File: config.mk
export PLATFORM = sky130hd
export DESIGN_NAME = dcil_front
export DESIGN_NICKNAME = d
export VERILOG_FILES = /design/src/dcil_pkg.sv /design/src/dcil_cmd_if.sv /design/src/dcil_sync.sv /design/src/dcil_banks.sv /design/src/dcil_front.sv
export SDC_FILE = /design/constraint.sdc
export NUM_CORES = 1
export LEC_CHECK = 0
export BUFFER_PORTS_ARGS = -buffer_cell sky130_fd_sc_hd__buf_2
export CORE_ASPECT_RATIO = 1.1
export CORE_UTILIZATION = 52
export DETAILED_ROUTE_END_ITERATION = 8
export PLACE_DENSITY = 0.79
export SYNTH_ARGS = -nofsm -noshare
export SYNTH_HDL_FRONTEND = slang
export SYNTH_SLANG_ARGS = --single-unit
export TNS_END_PERCENT = 100
File: constraint.sdc
create_clock -name clk -period 2.3 [get_ports clk]
set_input_delay 0.115 -clock clk [delete_from_list [all_inputs] [get_ports clk]]
set_output_delay 0.115 -clock clk [all_outputs]
set_load 0.01 [all_outputs]
File: src/dcil_pkg.sv
package dcil_pkg;

  // Pin and array geometry
  localparam int ADDR_W     = 14;
  localparam int ROW_W      = 17;
  localparam int COL_W      = 10;
  localparam int BANK_W     = 3;
  localparam int BA_W       = 2;
  localparam int BANKS      = 8;
  localparam int LAT_W      = 5;
  localparam int BEAT_W     = 4;
  localparam int ORDER_W    = 24;
  localparam int TERM_LINES = 20;
  localparam int PIN_W      = 24;

  // Address bits with a second meaning
  localparam int AP_BIT = 10;
  localparam int BC_BIT = 12;

  // Refresh pacing kept internally while self-refreshing
  localparam int SREF_INT_NS  = 7800;
  localparam int CLK_NS       = 40;
  localparam int SREF_INT_CYC = SREF_INT_NS / CLK_NS;
  localparam logic [7:0] SREF_CNT_MAX = 8'(SREF_INT_CYC - 1);

  localparam logic [BEAT_W-1:0] BEATS_FULL = 4'h8;
  localparam logic [BEAT_W-1:0] BEATS_CHOP = 4'h4;
  localparam logic [LAT_W-1:0]  LAT_ONE    = 5'h01;
  localparam logic [LAT_W-1:0]  LAT_TWO    = 5'h02;

  // Chip select, activate and the three shared pins form the code
  typedef enum logic [3:0] {
    CMD_MRS = 4'h0,
    CMD_REF = 4'h1,
    CMD_PRE = 4'h2,
    CMD_RFU = 4'h3,
    CMD_WR  = 4'h4,
    CMD_RD  = 4'h5,
    CMD_ZQ  = 4'h6,
    CMD_NOP = 4'h7,
    CMD_ACT = 4'h8,
    CMD_DES = 4'hF
  } dcil_cmd_t;

  typedef enum logic [1:0] {
    PS_RUN  = 2'h0,
    PS_PPD  = 2'h1,
    PS_SREF = 2'h3,
    PS_APD  = 2'h2
  } dcil_pstate_t;

  typedef enum logic [1:0] {
    BM_FIX8 = 2'h0,
    BM_OTF  = 2'h1,
    BM_FIX4 = 2'h2
  } dcil_bmode_t;

  typedef enum logic [1:0] {
    AL_ZERO = 2'h0,
    AL_CLM1 = 2'h1,
    AL_CLM2 = 2'h2
  } dcil_alsel_t;

  // Command code from the sampled control pins
  function automatic dcil_cmd_t dcil_decode(logic cs_n, logic act_n, logic [2:0] rcw);
    if (cs_n)
      return CMD_DES;
    else if (!act_n)
      return CMD_ACT;
    else
      return dcil_cmd_t'({1'b0, rcw});
  endfunction

  function automatic logic dcil_is_rw(dcil_cmd_t c);
    return (c == CMD_RD) || (c == CMD_WR);
  endfunction

endpackage

File: src/dcil_cmd_if.sv
`timescale 1ns/10ps
interface dcil_cmd_if;
  import dcil_pkg::*;
  logic              valid;
  dcil_cmd_t         cmd;
  logic [BANK_W-1:0] bank;
  logic              auto_close;
  logic [BANKS-1:0]  open;

  modport decoder (output valid, output cmd, output bank, output auto_close, input open);
  modport tracker (input valid, input cmd, input bank, input auto_close, output open);
endinterface

File: src/dcil_sync.sv
`timescale 1ns/10ps
module dcil_sync
  import dcil_pkg::*;
#(
  parameter int W = 1
)
(
  input  wire logic         clk,
  input  wire logic         resetn,
  input  wire logic [W-1:0] d,
  output logic      [W-1:0] q
);

  logic [W-1:0] meta_r;
  logic [W-1:0] meta_nxt;
  logic [W-1:0] q_r;
  logic [W-1:0] q_nxt;

  // Second stage is the only reader of the first
  always_comb
  begin
    meta_nxt = d;
    q_nxt    = meta_r;
  end

  // Pins taken on the rising crossing of the clock pair
  always_ff @(posedge clk or negedge resetn)
  begin
    if (!resetn)
    begin
      meta_r <= '0;
      q_r    <= '0;
    end
    else
    begin
      meta_r <= meta_nxt;
      q_r    <= q_nxt;
    end
  end

  assign q = q_r;

endmodule

File: src/dcil_banks.sv
`timescale 1ns/10ps
module dcil_banks
  import dcil_pkg::*;
(
  input  wire logic   clk,
  input  wire logic   resetn,
  dcil_cmd_if.tracker cif
);

  logic [BANKS-1:0] open_r;
  logic [BANKS-1:0] open_nxt;

  // Row open per bank, indexed by group and bank select
  always_comb
  begin
    open_nxt = open_r;
    if (cif.valid)
    begin
      unique case (cif.cmd)
        CMD_ACT: open_nxt[cif.bank] = 1'b1;
        CMD_PRE:
        begin
          if (cif.auto_close)
            open_nxt = '0;
          else
            open_nxt[cif.bank] = 1'b0;
        end
        CMD_RD, CMD_WR:
        begin
          // Closing at the command keeps the map simple; the data path owns timing
          if (cif.auto_close)
            open_nxt[cif.bank] = 1'b0;
        end
        default: open_nxt = open_r;
      endcase
    end
  end

  always_ff @(posedge clk or negedge resetn)
  begin
    if (!resetn)
      open_r <= '0;
    else
      open_r <= open_nxt;
  end

  assign cif.open = open_r;
endmodule

File: src/dcil_front.sv
`timescale 1ns/10ps
// Functional notes
// Sample control and address on clock rising crossing
// Clock gate high runs clocks, buffers, drivers
// Gate low: precharge/self-refresh idle, active power-down open
// Self-refresh exit on clock gate alone
// Controller keeps clock gate high during accesses
// Power-down keeps only clock, termination, gate buffers
// Self-refresh keeps only the clock gate buffer
// Chip select high masks the command
// Chip select is one bit of command code
// Termination input high applies nominal termination everywhere
// Termination input ignored when mode register disables
// Eight banks, two groups of four, addressed
// Added latency zero, read latency less one, two
// Controller refreshes 8192 times per 64 ms
// Hot range doubles refresh rate, 32 ms window
// Fixed eight, fixed chopped four, or per command
// Sequential or interleaved burst column order
// Activate low turns shared pins into row bits
// Auto close bit high precharges after access
// Precharge: one bank, or all with bit high
// On the fly: chop bit high full, low chopped
// Self-refresh refreshes internally and ignores commands
// Controller enters self-refresh only with banks idle
module dcil_front
  import dcil_pkg::*;
(
  input  wire logic                  clk,
  input  wire logic                  resetn,
  input  wire logic                  cke,
  input  wire logic                  cs_n,
  input  wire logic                  activate_n,
  input  wire logic                  ras_a16,
  input  wire logic                  cas_a15,
  input  wire logic                  we_a14,
  input  wire logic                  bg,
  input  wire logic [BA_W-1:0]       ba,
  input  wire logic [ADDR_W-1:0]     addr,
  input  wire logic                  termination_control_in,
  input  wire logic                  nominal_termination_en,
  input  wire logic [1:0]            burst_mode,
  input  wire logic                  burst_interleave,
  input  wire logic [1:0]            added_latency_sel,
  input  wire logic [LAT_W-1:0]      read_latency,
  output logic                       clk_run,
  output logic                       cmd_buf_en,
  output logic                       clk_buf_en,
  output logic                       term_buf_en,
  output logic                       out_drv_en,
  output logic [1:0]                 power_state,
  output logic                       cmd_valid,
  output logic [3:0]                 cmd_code,
  output logic [BANK_W-1:0]          cmd_bank,
  output logic [ROW_W-1:0]           row_addr,
  output logic [COL_W-1:0]           col_addr,
  output logic                       auto_close,
  output logic [BEAT_W-1:0]          burst_beats,
  output logic [ORDER_W-1:0]         burst_order,
  output logic [LAT_W-1:0]           added_latency,
  output logic [TERM_LINES-1:0]      term_apply,
  output logic [BANKS-1:0]           banks_open,
  output logic                       sref_refresh
);

  // Column index for each beat, beat zero in the low bits
  function automatic logic [ORDER_W-1:0] burst_cols(logic [2:0] s, logic il);
    logic [ORDER_W-1:0] o;
    logic [2:0]         b;
    o = '0;
    for (int i = 0; i < 8; i++)
    begin
      b = 3'(i);
      o[i*3 +: 3] = il ? (s ^ b) : 3'(s + b);
    end
    return o;
  endfunction

  // Added latency relative to the read latency
  function automatic logic [LAT_W-1:0] al_value(logic [1:0] sel, logic [LAT_W-1:0] cl);
    unique case (dcil_alsel_t'(sel))
      AL_CLM1: return 5'(cl - LAT_ONE);
      AL_CLM2: return 5'(cl - LAT_TWO);
      default: return '0;
    endcase
  endfunction

  logic [PIN_W-1:0]  pins_s;
  logic              cke_s;
  logic              cs_n_s;
  logic              act_n_s;
  logic [2:0]        rcw_s;
  logic              odt_s;
  logic [BANK_W-1:0] bank_s;
  logic [ADDR_W-1:0] addr_s;
  dcil_cmd_t         dec_cmd;

  // Every pin passes two flops before any decode sees it
  dcil_sync #(.W(PIN_W)) u_sync (
    .clk    (clk),
    .resetn (resetn),
    .d      ({cke, cs_n, activate_n, ras_a16, cas_a15, we_a14, termination_control_in, bg, ba, addr}),
    .q      (pins_s)
  );

  assign {cke_s, cs_n_s, act_n_s, rcw_s, odt_s, bank_s, addr_s} = pins_s;
  assign dec_cmd = dcil_decode(cs_n_s, act_n_s, rcw_s);

  dcil_cmd_if cif ();

  dcil_banks u_banks (
    .clk    (clk),
    .resetn (resetn),
    .cif    (cif)
  );

  dcil_pstate_t state_r;
  dcil_pstate_t state_nxt;
  logic         cke_prev_r;
  logic         take;

  // Commands count only on a steady high gate with buffers live
  assign take = (state_r == PS_RUN) && cke_s && cke_prev_r && !cs_n_s;

  // Power state from the gate level and the bank map
  always_comb
  begin
    state_nxt = state_r;
    unique case (state_r)
      PS_RUN:
      begin
        if (cke_prev_r && !cke_s)
        begin
          // Entry does not check banks; the controller guarantees idle
          if (dec_cmd == CMD_REF)
            state_nxt = PS_SREF;
          else if (cif.open != '0)
            state_nxt = PS_APD;
          else
            state_nxt = PS_PPD;
        end
      end
      PS_PPD, PS_APD:
      begin
        if (cke_s)
          state_nxt = PS_RUN;
      end
      PS_SREF:
      begin
        // Gate level alone ends it; no command decode in the path
        if (cke_s)
          state_nxt = PS_RUN;
      end
    endcase
  end

  logic clk_run_r;
  logic cmd_buf_r;
  logic clk_buf_r;
  logic term_buf_r;
  logic drv_r;
  logic clk_run_nxt;
  logic cmd_buf_nxt;
  logic clk_buf_nxt;
  logic term_buf_nxt;
  logic drv_nxt;

  // Buffer and clock gating follow the next power state
  always_comb
  begin
    clk_run_nxt  = (state_nxt == PS_RUN);
    cmd_buf_nxt  = (state_nxt == PS_RUN);
    drv_nxt      = (state_nxt == PS_RUN);
    clk_buf_nxt  = (state_nxt != PS_SREF);
    term_buf_nxt = (state_nxt != PS_SREF);
  end

  logic                  valid_r;
  logic                  valid_nxt;
  dcil_cmd_t             code_r;
  dcil_cmd_t             code_nxt;
  logic [BANK_W-1:0]     bank_r;
  logic [BANK_W-1:0]     bank_nxt;
  logic [ROW_W-1:0]      row_r;
  logic [ROW_W-1:0]      row_nxt;
  logic [COL_W-1:0]      col_r;
  logic [COL_W-1:0]      col_nxt;
  logic                  ac_r;
  logic                  ac_nxt;
  logic [BEAT_W-1:0]     beats_r;
  logic [BEAT_W-1:0]     beats_nxt;
  logic [ORDER_W-1:0]    order_r;
  logic [ORDER_W-1:0]    order_nxt;
  logic [LAT_W-1:0]      al_r;
  logic [LAT_W-1:0]      al_nxt;
  logic [TERM_LINES-1:0] term_r;
  logic [TERM_LINES-1:0] term_nxt;
  logic [7:0]            sref_cnt_r;
  logic [7:0]            sref_cnt_nxt;
  logic                  sref_pulse_r;
  logic                  sref_pulse_nxt;

  // Command capture; address fields hold their last value otherwise
  always_comb
  begin
    valid_nxt = take;
    code_nxt  = take ? dec_cmd : CMD_DES;
    bank_nxt  = take ? bank_s : bank_r;
    row_nxt   = row_r;
    col_nxt   = col_r;
    ac_nxt    = ac_r;
    beats_nxt = beats_r;
    order_nxt = order_r;
    if (take && dec_cmd == CMD_ACT)
      row_nxt = {rcw_s, addr_s};
    if (take && (dec_cmd == CMD_PRE || dcil_is_rw(dec_cmd)))
      ac_nxt = addr_s[AP_BIT];
    if (take && dcil_is_rw(dec_cmd))
    begin
      col_nxt   = addr_s[COL_W-1:0];
      order_nxt = burst_cols(addr_s[2:0], burst_interleave);
      unique case (dcil_bmode_t'(burst_mode))
        BM_FIX4: beats_nxt = BEATS_CHOP;
        BM_OTF:  beats_nxt = addr_s[BC_BIT] ? BEATS_FULL : BEATS_CHOP;
        default: beats_nxt = BEATS_FULL;
      endcase
    end
    al_nxt = al_value(added_latency_sel, read_latency);
    // Termination pin is dead when its buffer is off or nominal_termination_en is low
    term_nxt = {TERM_LINES{odt_s && nominal_termination_en && (state_nxt != PS_SREF)}};
  end

  // Internal refresh pacing while the gate is low in self-refresh
  always_comb
  begin
    sref_cnt_nxt   = '0;
    sref_pulse_nxt = 1'b0;
    if (state_r == PS_SREF)
    begin
      sref_pulse_nxt = (sref_cnt_r == SREF_CNT_MAX);
      sref_cnt_nxt   = sref_pulse_nxt ? '0 : 8'(sref_cnt_r + 8'h01);
    end
  end

  always_ff @(posedge clk or negedge resetn)
  begin
    if (!resetn)
    begin
      state_r      <= PS_RUN;
      cke_prev_r   <= 1'b0;
      clk_run_r    <= 1'b0;
      cmd_buf_r    <= 1'b0;
      clk_buf_r    <= 1'b0;
      term_buf_r   <= 1'b0;
      drv_r        <= 1'b0;
      valid_r      <= 1'b0;
      code_r       <= CMD_DES;
      bank_r       <= '0;
      row_r        <= '0;
      col_r        <= '0;
      ac_r         <= 1'b0;
      beats_r      <= BEATS_FULL;
      order_r      <= '0;
      al_r         <= '0;
      term_r       <= '0;
      sref_cnt_r   <= '0;
      sref_pulse_r <= 1'b0;
    end
    else
    begin
      state_r      <= state_nxt;
      cke_prev_r   <= cke_s;
      clk_run_r    <= clk_run_nxt;
      cmd_buf_r    <= cmd_buf_nxt;
      clk_buf_r    <= clk_buf_nxt;
      term_buf_r   <= term_buf_nxt;
      drv_r        <= drv_nxt;
      valid_r      <= valid_nxt;
      code_r       <= code_nxt;
      bank_r       <= bank_nxt;
      row_r        <= row_nxt;
      col_r        <= col_nxt;
      ac_r         <= ac_nxt;
      beats_r      <= beats_nxt;
      order_r      <= order_nxt;
      al_r         <= al_nxt;
      term_r       <= term_nxt;
      sref_cnt_r   <= sref_cnt_nxt;
      sref_pulse_r <= sref_pulse_nxt;
    end
  end

  // Bank tracker sees the registered command
  assign cif.valid      = valid_r;
  assign cif.cmd        = code_r;
  assign cif.bank       = bank_r;
  assign cif.auto_close = ac_r;

  assign clk_run       = clk_run_r;
  assign cmd_buf_en    = cmd_buf_r;
  assign clk_buf_en    = clk_buf_r;
  assign term_buf_en   = term_buf_r;
  assign out_drv_en    = drv_r;
  assign power_state   = state_r;
  assign cmd_valid     = valid_r;
  assign cmd_code      = code_r;
  assign cmd_bank      = bank_r;
  assign row_addr      = row_r;
  assign col_addr      = col_r;
  assign auto_close    = ac_r;
  assign burst_beats   = beats_r;
  assign burst_order   = order_r;
  assign added_latency = al_r;
  assign term_apply    = term_r;
  assign banks_open    = cif.open;
  assign sref_refresh  = sref_pulse_r;
endmodule

-- Word level (Yosys, flattened, before mapping)
Cells that the tools add are included.
- input port bits: 37
- logic and storage cells: 107
- output and inout port bits: 105
- bits in read-only memories: 0
- bits in latches: 0
- memories kept: 0
- register bits: 140
- bits in writable memories: 0
- divide/modulo/power cells: 0
- bitwise gates (word level): 10
- multipliers: 0
- multiplexer cells: 26
- eq/ne operators: 19
- shift-type cells: 0
- $add $sub $neg: 10
- $lt $le $gt $ge: 2
- reductions and logical operators: 21
- operators by type and width (cell ; number):
    $mux 8 ; 4
    $pmux 8 s3 ; 1
    $mux 3 ; 7
    $eq 4x3->1 const B ; 4
    $mux 4 ; 4
    $add 3x3->3 const B ; 4
    $logic_and 1x1->1 ; 10
    $pmux 5 s2 ; 1
    $add 8x1->8 const B ; 1
    $and 8x8->8 ; 1
    $eq 2x2->1 const B ; 4
    $eq 4x2->1 const B ; 2
    $eq 4x4->1 const B ; 2
    $eq 8x8->1 const B ; 1
    $mux 2 ; 4
    $not 8->8 ; 1
    $or 8x8->8 ; 1
    $pmux 4 s2 ; 1
    $reduce_bool 8->1 ; 1
    $add 3x2->3 const B ; 2
    $eq 2x1->1 const B ; 3
    $not 2->2 ; 3
    $sub 5x1->5 const B ; 1
    $sub 5x2->5 const B ; 1
    other kinds (17) ; 24

-- Depth between registers and ports, before layout
- depth in word-level cells: 8
- gate-level depth with buffers: 5

-- Hierarchy
From an unflattened synthesis, not the netlist that was laid out.
- cell total of the unflattened synthesis: 387
- area total of the unflattened synthesis: 5077.4 um^2
- modules (own cells, without submodules) (module ; seq. area each (um^2) ; instances ; area an instance (um^2) ; cells each):
    dcil_front ; 1732.9 ; 1 ; 3328.2 ; 278
    dcil_sync ; 1201.2 ; 1 ; 1201.2 ; 48
    dcil_banks ; 200.2 ; 1 ; 548.0 ; 61

-- Worst setup path after synthesis
OpenSTA, ideal clock, no wires.
- kind: reg2reg
- from: register state_r[1] (netlist: power_state[1])
- to: register row_r[10] (netlist: row_addr[10])
- data arrival time: 1.643 ns
- clock period less this slack: 1.768 ns
- setup slack: 0.532 ns
- path buffers: 1
- stages on the path, launching flop included: 5
- path through: dfrtp_1 > and2b_2 > nor4b_4 > buf_6 > mux2_2
- word-level cells in the longest chain between the ends: 5
- RTL lines (item ; RTL line ; RTL):
    start, declared ; dcil_front.sv:117 ; dcil_pstate_t state_r;
    start signal, assigned ; dcil_front.sv:271 ; state_r <= state_nxt;
    $logic_not 2->1 ; dcil_front.sv:123 ; assign take = (state_r == PS_RUN) && cke_s && cke_prev_r && !cs_n_s;
    $logic_and 1x1->1 (3 in series) ; dcil_front.sv:123 ;
    $logic_and 1x1->1 ; dcil_front.sv:214 ; if (take && dec_cmd == CMD_ACT)
    end signal, assigned ; dcil_front.sv:281 ; row_r <= row_nxt;
    end, declared ; dcil_front.sv:184 ; logic [ROW_W-1:0] row_r;
No other way between the ends.
A chain may end at the register's enable or synchronous reset.

-- Worst setup path after layout
- from: register state_r[1] (netlist: power_state[1])
- to: register row_r[6] (netlist: row_addr[6])
The elaborated chain is that of the path after synthesis.

==> reports/summary.md <==
In the final design database the tool counted 586 nets. After synthesis the cells add up to 5100 sq um. On the critical path the largest part of the delay comes from simple AND/OR/NAND/NOR gates. The critical path is of the reg2reg type. In this run the power density over the cells is 893 nW/um^2. The clock share of power was 0.423.

The run gives 0.525 as the worst max-slew margin expressed relative to the limit. The area of the die came out at 10200 sq um. The H-tree generated during clock tree synthesis spans 4 levels. The total overflow left after global routing is 0.

For the setup TNS, the log shows 0 ns. The clock root buffer was sky130_fd_sc_hd__clkbuf_8. The longest clock path from root to sink contains 2 buffers. After layout, the design draws a total of 0.00584 W. The remaining number of nets flagged by the antenna check after routing was 0; the proportion of synthesized flip-flops having asynchronous set or reset was 1.00.

The worst-path cell with the longest stage delay is sky130_fd_sc_hd__dfrtp_1. The number of placed I/O pins is 142. The final setup slack of the worst path came out at 0.527 ns. The tools report the sequential power share as 0.446. The number of antenna violations at the first check in global routing was 0; the leakage power summed over all cells was 3.22 nW.

The flow ran to the end, and the final reports show no timing, DRC or antenna violations. The peak supply drop is 0.617 mV. OpenSTA, run right after detailed placement, puts the worst setup slack at 0.583 ns.

The clock net in this run drives a total of 125 sinks. The worst-case hold path end point was added_latency[2]. Walking the worst path, the cells encountered are and2b_2, nor4b_4, buf_4, mux2_2. The period utilization was 0.771; the setup skew after layout was 0.00934 ns.

After detailed routing, the number of vias per cell comes to 5.23. During placement, the flow inserted port buffers numbering 139. The primary flip-flop cell chosen by synthesis mapping is sky130_fd_sc_hd__dfrtp_1.

After synthesis, the mean cell area works out to 13.1 sq um. Clock-pin slew was measured on the worst setup and hold paths at 0.05 ns. TritonCTS built the clock tree. In this run the critical register-to-register path is captured at row_addr[6].

In this run the power spent charging and discharging nets is 0.00141 W. Fraction of layout cells with a size suffix above 1: 0.406. For the max-slew violation count, the log shows 0. Entering global routing, the biggest net connects 63 pins.

Launching element type of the critical path: a flop. The achievable clock frequency was 564 MHz; the critical path data required time was 2.67 ns. The initial standard-cell utilization of the core was 0.540. The floorplan has 37 rows. Sum of net half-perimeters after detailed placement: 6.80 mm. The switching power as a share of total power was 0.242; the final setup violation count was 0.

Relative to the synthesized area, the layout overhead comes to 28.1%. For the pin with the worst max-slew slack, the measured transition is 0.710 ns. 0 antenna diodes ended up in the layout.

Yosys printed 0 warnings. The worst hold path begins at read_latency[2]. At the later pin of the worst-skew pair, clock insertion delay measures 0.49 ns. The worst hold path stage count was 4; the total wire length was 10.0 mm. Time the worst path needs with I/O delays and setup: 1.77 ns. Synthesis produced a netlist whose cell count is 389.

The proportion of synthesized chip area in sequential cells was 0.614. After the first detailed-routing iteration, the DRC count stood at 105. The number of global-route vias before repair came out at 3370. Class of the most critical hold timing path: in2reg. The element type at the critical path end was a flop. Counting cells, the worst reg-to-reg path comes to 4. The delay of the slowest cell on the worst path is 0.42 ns, and the placer's final routability congestion estimate is 0.833. From left edge to right edge, the die measures 96.5 um. Counting the buffers created by CTS gives 17. The number of buffer and inverter instances along the worst setup path is 1. The tools report the number of iterations in the first detailed-routing pass as 4. The setup check on the worst reg-to-reg path leaves a slack of 0.53 ns. The global-route usage over all layers came out at 0.213.

The arrival time of the worst setup path is 2.14 ns. Of all nets on the critical path, the largest fanout is 17. For the global-route wire length before repair, the log shows 16.1 mm. Setup repair after global routing left no endpoint under its margin.

The routed wire length per instance works out to 15.0 um. The flip-flop and latch count after synthesis was 125. The via count came out at 3482. The distinct cell type count of the synthesized netlist came out at 54. The tools report the proportion of power drawn by combinational gates as 0.130. Number of enable flip-flop cells after synthesis: 0. The height of the die works out to 106 um.

In this run the critical register-to-register path is launched from power_state[1]. After clock tree synthesis, the repair step resized 0 gates. In the routed design, unresolved DRC markers number 0. Max-cap violation count: 0. The floorplan core area came out at 9440 sq um.

The run gives 0 as the count of endpoints failing hold in the final timing report. The internal power of the cells totals 0.00442 W.
## final cells by class
class / instances / area, sq um
inverters: 29 / 109
clock inverters: 6 / 86.3
fillers: 676 / 2910
multi-input cells: 191 / 1540
well taps: 117 / 146
repair buffers: 174 / 1050
clock buffers: 24 / 470
flip-flops and latches: 125 / 3130
## worst max-delay path by stage
stage | from | to | slack (ns) | depth (start not counted)
2_1_floorplan | power_state[1] | row_addr[10] | 0.53 | 4
3_3_place_gp | power_state[1] | row_addr[9] | 0.67 | 4
3_5_place_dp | power_state[1] | row_addr[6] | 0.58 | 4
4_1_cts | power_state[1] | row_addr[6] | 0.52 | 4
5_1_grt | power_state[1] | row_addr[6] | 0.44 | 4
6_report | power_state[1] | row_addr[6] | 0.53 | 4
## Yosys cell counts, types with 2 or more instances
cell	number	share of area
sky130_fd_sc_hd__buf_4	39	0.057
sky130_fd_sc_hd__or3b_2	3	0.0051
sky130_fd_sc_hd__nor3_1	2	0.0020
sky130_fd_sc_hd__nand3_1	12	0.012
sky130_fd_sc_hd__mux2_2	39	0.086
sky130_fd_sc_hd__a21oi_1	9	0.0088
sky130_fd_sc_hd__nor2b_1	7	0.0086
sky130_fd_sc_hd__nor2_1	11	0.0081
sky130_fd_sc_hd__nand4_1	2	0.0025
sky130_fd_sc_hd__nand2_1	14	0.010
sky130_fd_sc_hd__o21ai_0	4	0.0039
sky130_fd_sc_hd__nor4_1	3	0.0037
sky130_fd_sc_hd__dfstp_2	5	0.026
sky130_fd_sc_hd__mux2i_1	6	0.012
sky130_fd_sc_hd__o31ai_1	2	0.0029
sky130_fd_sc_hd__o2111ai_1	9	0.015
sky130_fd_sc_hd__inv_1	28	0.021
sky130_fd_sc_hd__dfrtp_1	120	0.59
sky130_fd_sc_hd__xor2_1	3	0.0051
sky130_fd_sc_hd__nor4bb_1	2	0.0039
sky130_fd_sc_hd__or3_1	4	0.0049
sky130_fd_sc_hd__nand2b_1	3	0.0037
sky130_fd_sc_hd__o211a_1	2	0.0039
sky130_fd_sc_hd__clkbuf_1	4	0.0029
sky130_fd_sc_hd__xnor2_1	4	0.0069
sky130_fd_sc_hd__nand4b_1	2	0.0034
sky130_fd_sc_hd__ha_1	11	0.027
sky130_fd_sc_hd__nand3b_1	4	0.0059
sky130_fd_sc_hd__o211ai_1	10	0.015
## power groups by stage
stage,registers (W),logic (W),clock network [W]
after global routing,0.00264,0.000832,0.00262
after detailed placement,0.00264,0.000725,0
final,0.00261,0.000761,0.00247
after global placement,0.00262,0.000703,0
after CTS,0.00261,0.000774,0.00251
after floorplan,0.00266,0.000386,0
## worst min-delay path, cell delays in order
cell	delay [ns]
sky130_fd_sc_hd__buf_2	0.12
sky130_fd_sc_hd__xor2_1	0.07
sky130_fd_sc_hd__a21oi_1	0.14
sky130_fd_sc_hd__nor2_1	0.05
## routing by layer
layer / vias up / global-route usage / part of all wire
met2: 124 / 0.374 / 0.54
li1: 1612 / - / -
met4: 0 / 0.0767 / 0.012
met5: - / 0 / 0
met3: 13 / 0.0558 / 0.050
met1: 1733 / 0.247 / 0.39
## through the flow
step	instance area [sq um]	utilization	instances	hold WS [ns]
after floorplan	5110	-	390	-0.181
after global placement	5670	0.601	605	0.0784
after global routing	6540	0.692	666	0.0322
final	6540	0.692	666	0.0382
after detailed placement	5670	0.601	605	0.0853
after CTS	6540	0.692	666	0.00677
## cell usage in the layout (no fill, tap or decap), drive strengths merged, types with 2 or more instances in the layout
master	count
buf	143
dfrtp	120
mux2	39
dlygate4sd3	31
inv	28
clkbuf	24
nand2	14
nand3	12
nor2	11
ha	11
o211ai	10
a21oi	9
o2111ai	9
nor2b	7
mux2i	6
dfstp	5
o21ai	4
or3	4
xnor2	4
nand3b	4
nand2b	4
clkinv	4
nor4	3
xor2	3
or3b	3
nor4b	3
nor4bb	2
nand4b	2
o211a	2
o31ai	2
nor3	2
nand4	2
conb	2
bufinv	2
nor3b	2
## flip-flops by register name, indices dropped and copies added (netlist names), 2 cells and up
signal / cells
cmd_bank: 3
burst_beats: 2
u_banks.cif.open: 8
added_latency: 5
row_addr: 17
u_sync.q: 24
col_addr: 10
cmd_code: 4
sref_cnt_r: 8
power_state: 2
u_sync.meta_r: 24
burst_order: 11
## kinds of logic after synthesis
logic type,count (synthesis),synth area share
DFF,125,0.614
and+or+nand+nor,81,0.100
buffers and inverters,74,0.0846
AOI/OAI and AO/OA,45,0.0635
muxes,45,0.0978
adders and majority gates,11,0.0270
xor gates and xnor gates,7,0.0120
other,1,0.000735
## what timing repair did
item	in CTS	in global routing
buffers inserted	0	0
hold buffers	31	0
hold endpoints to repair	123	0
Note: power is estimated with default switching activity, not from simulation.
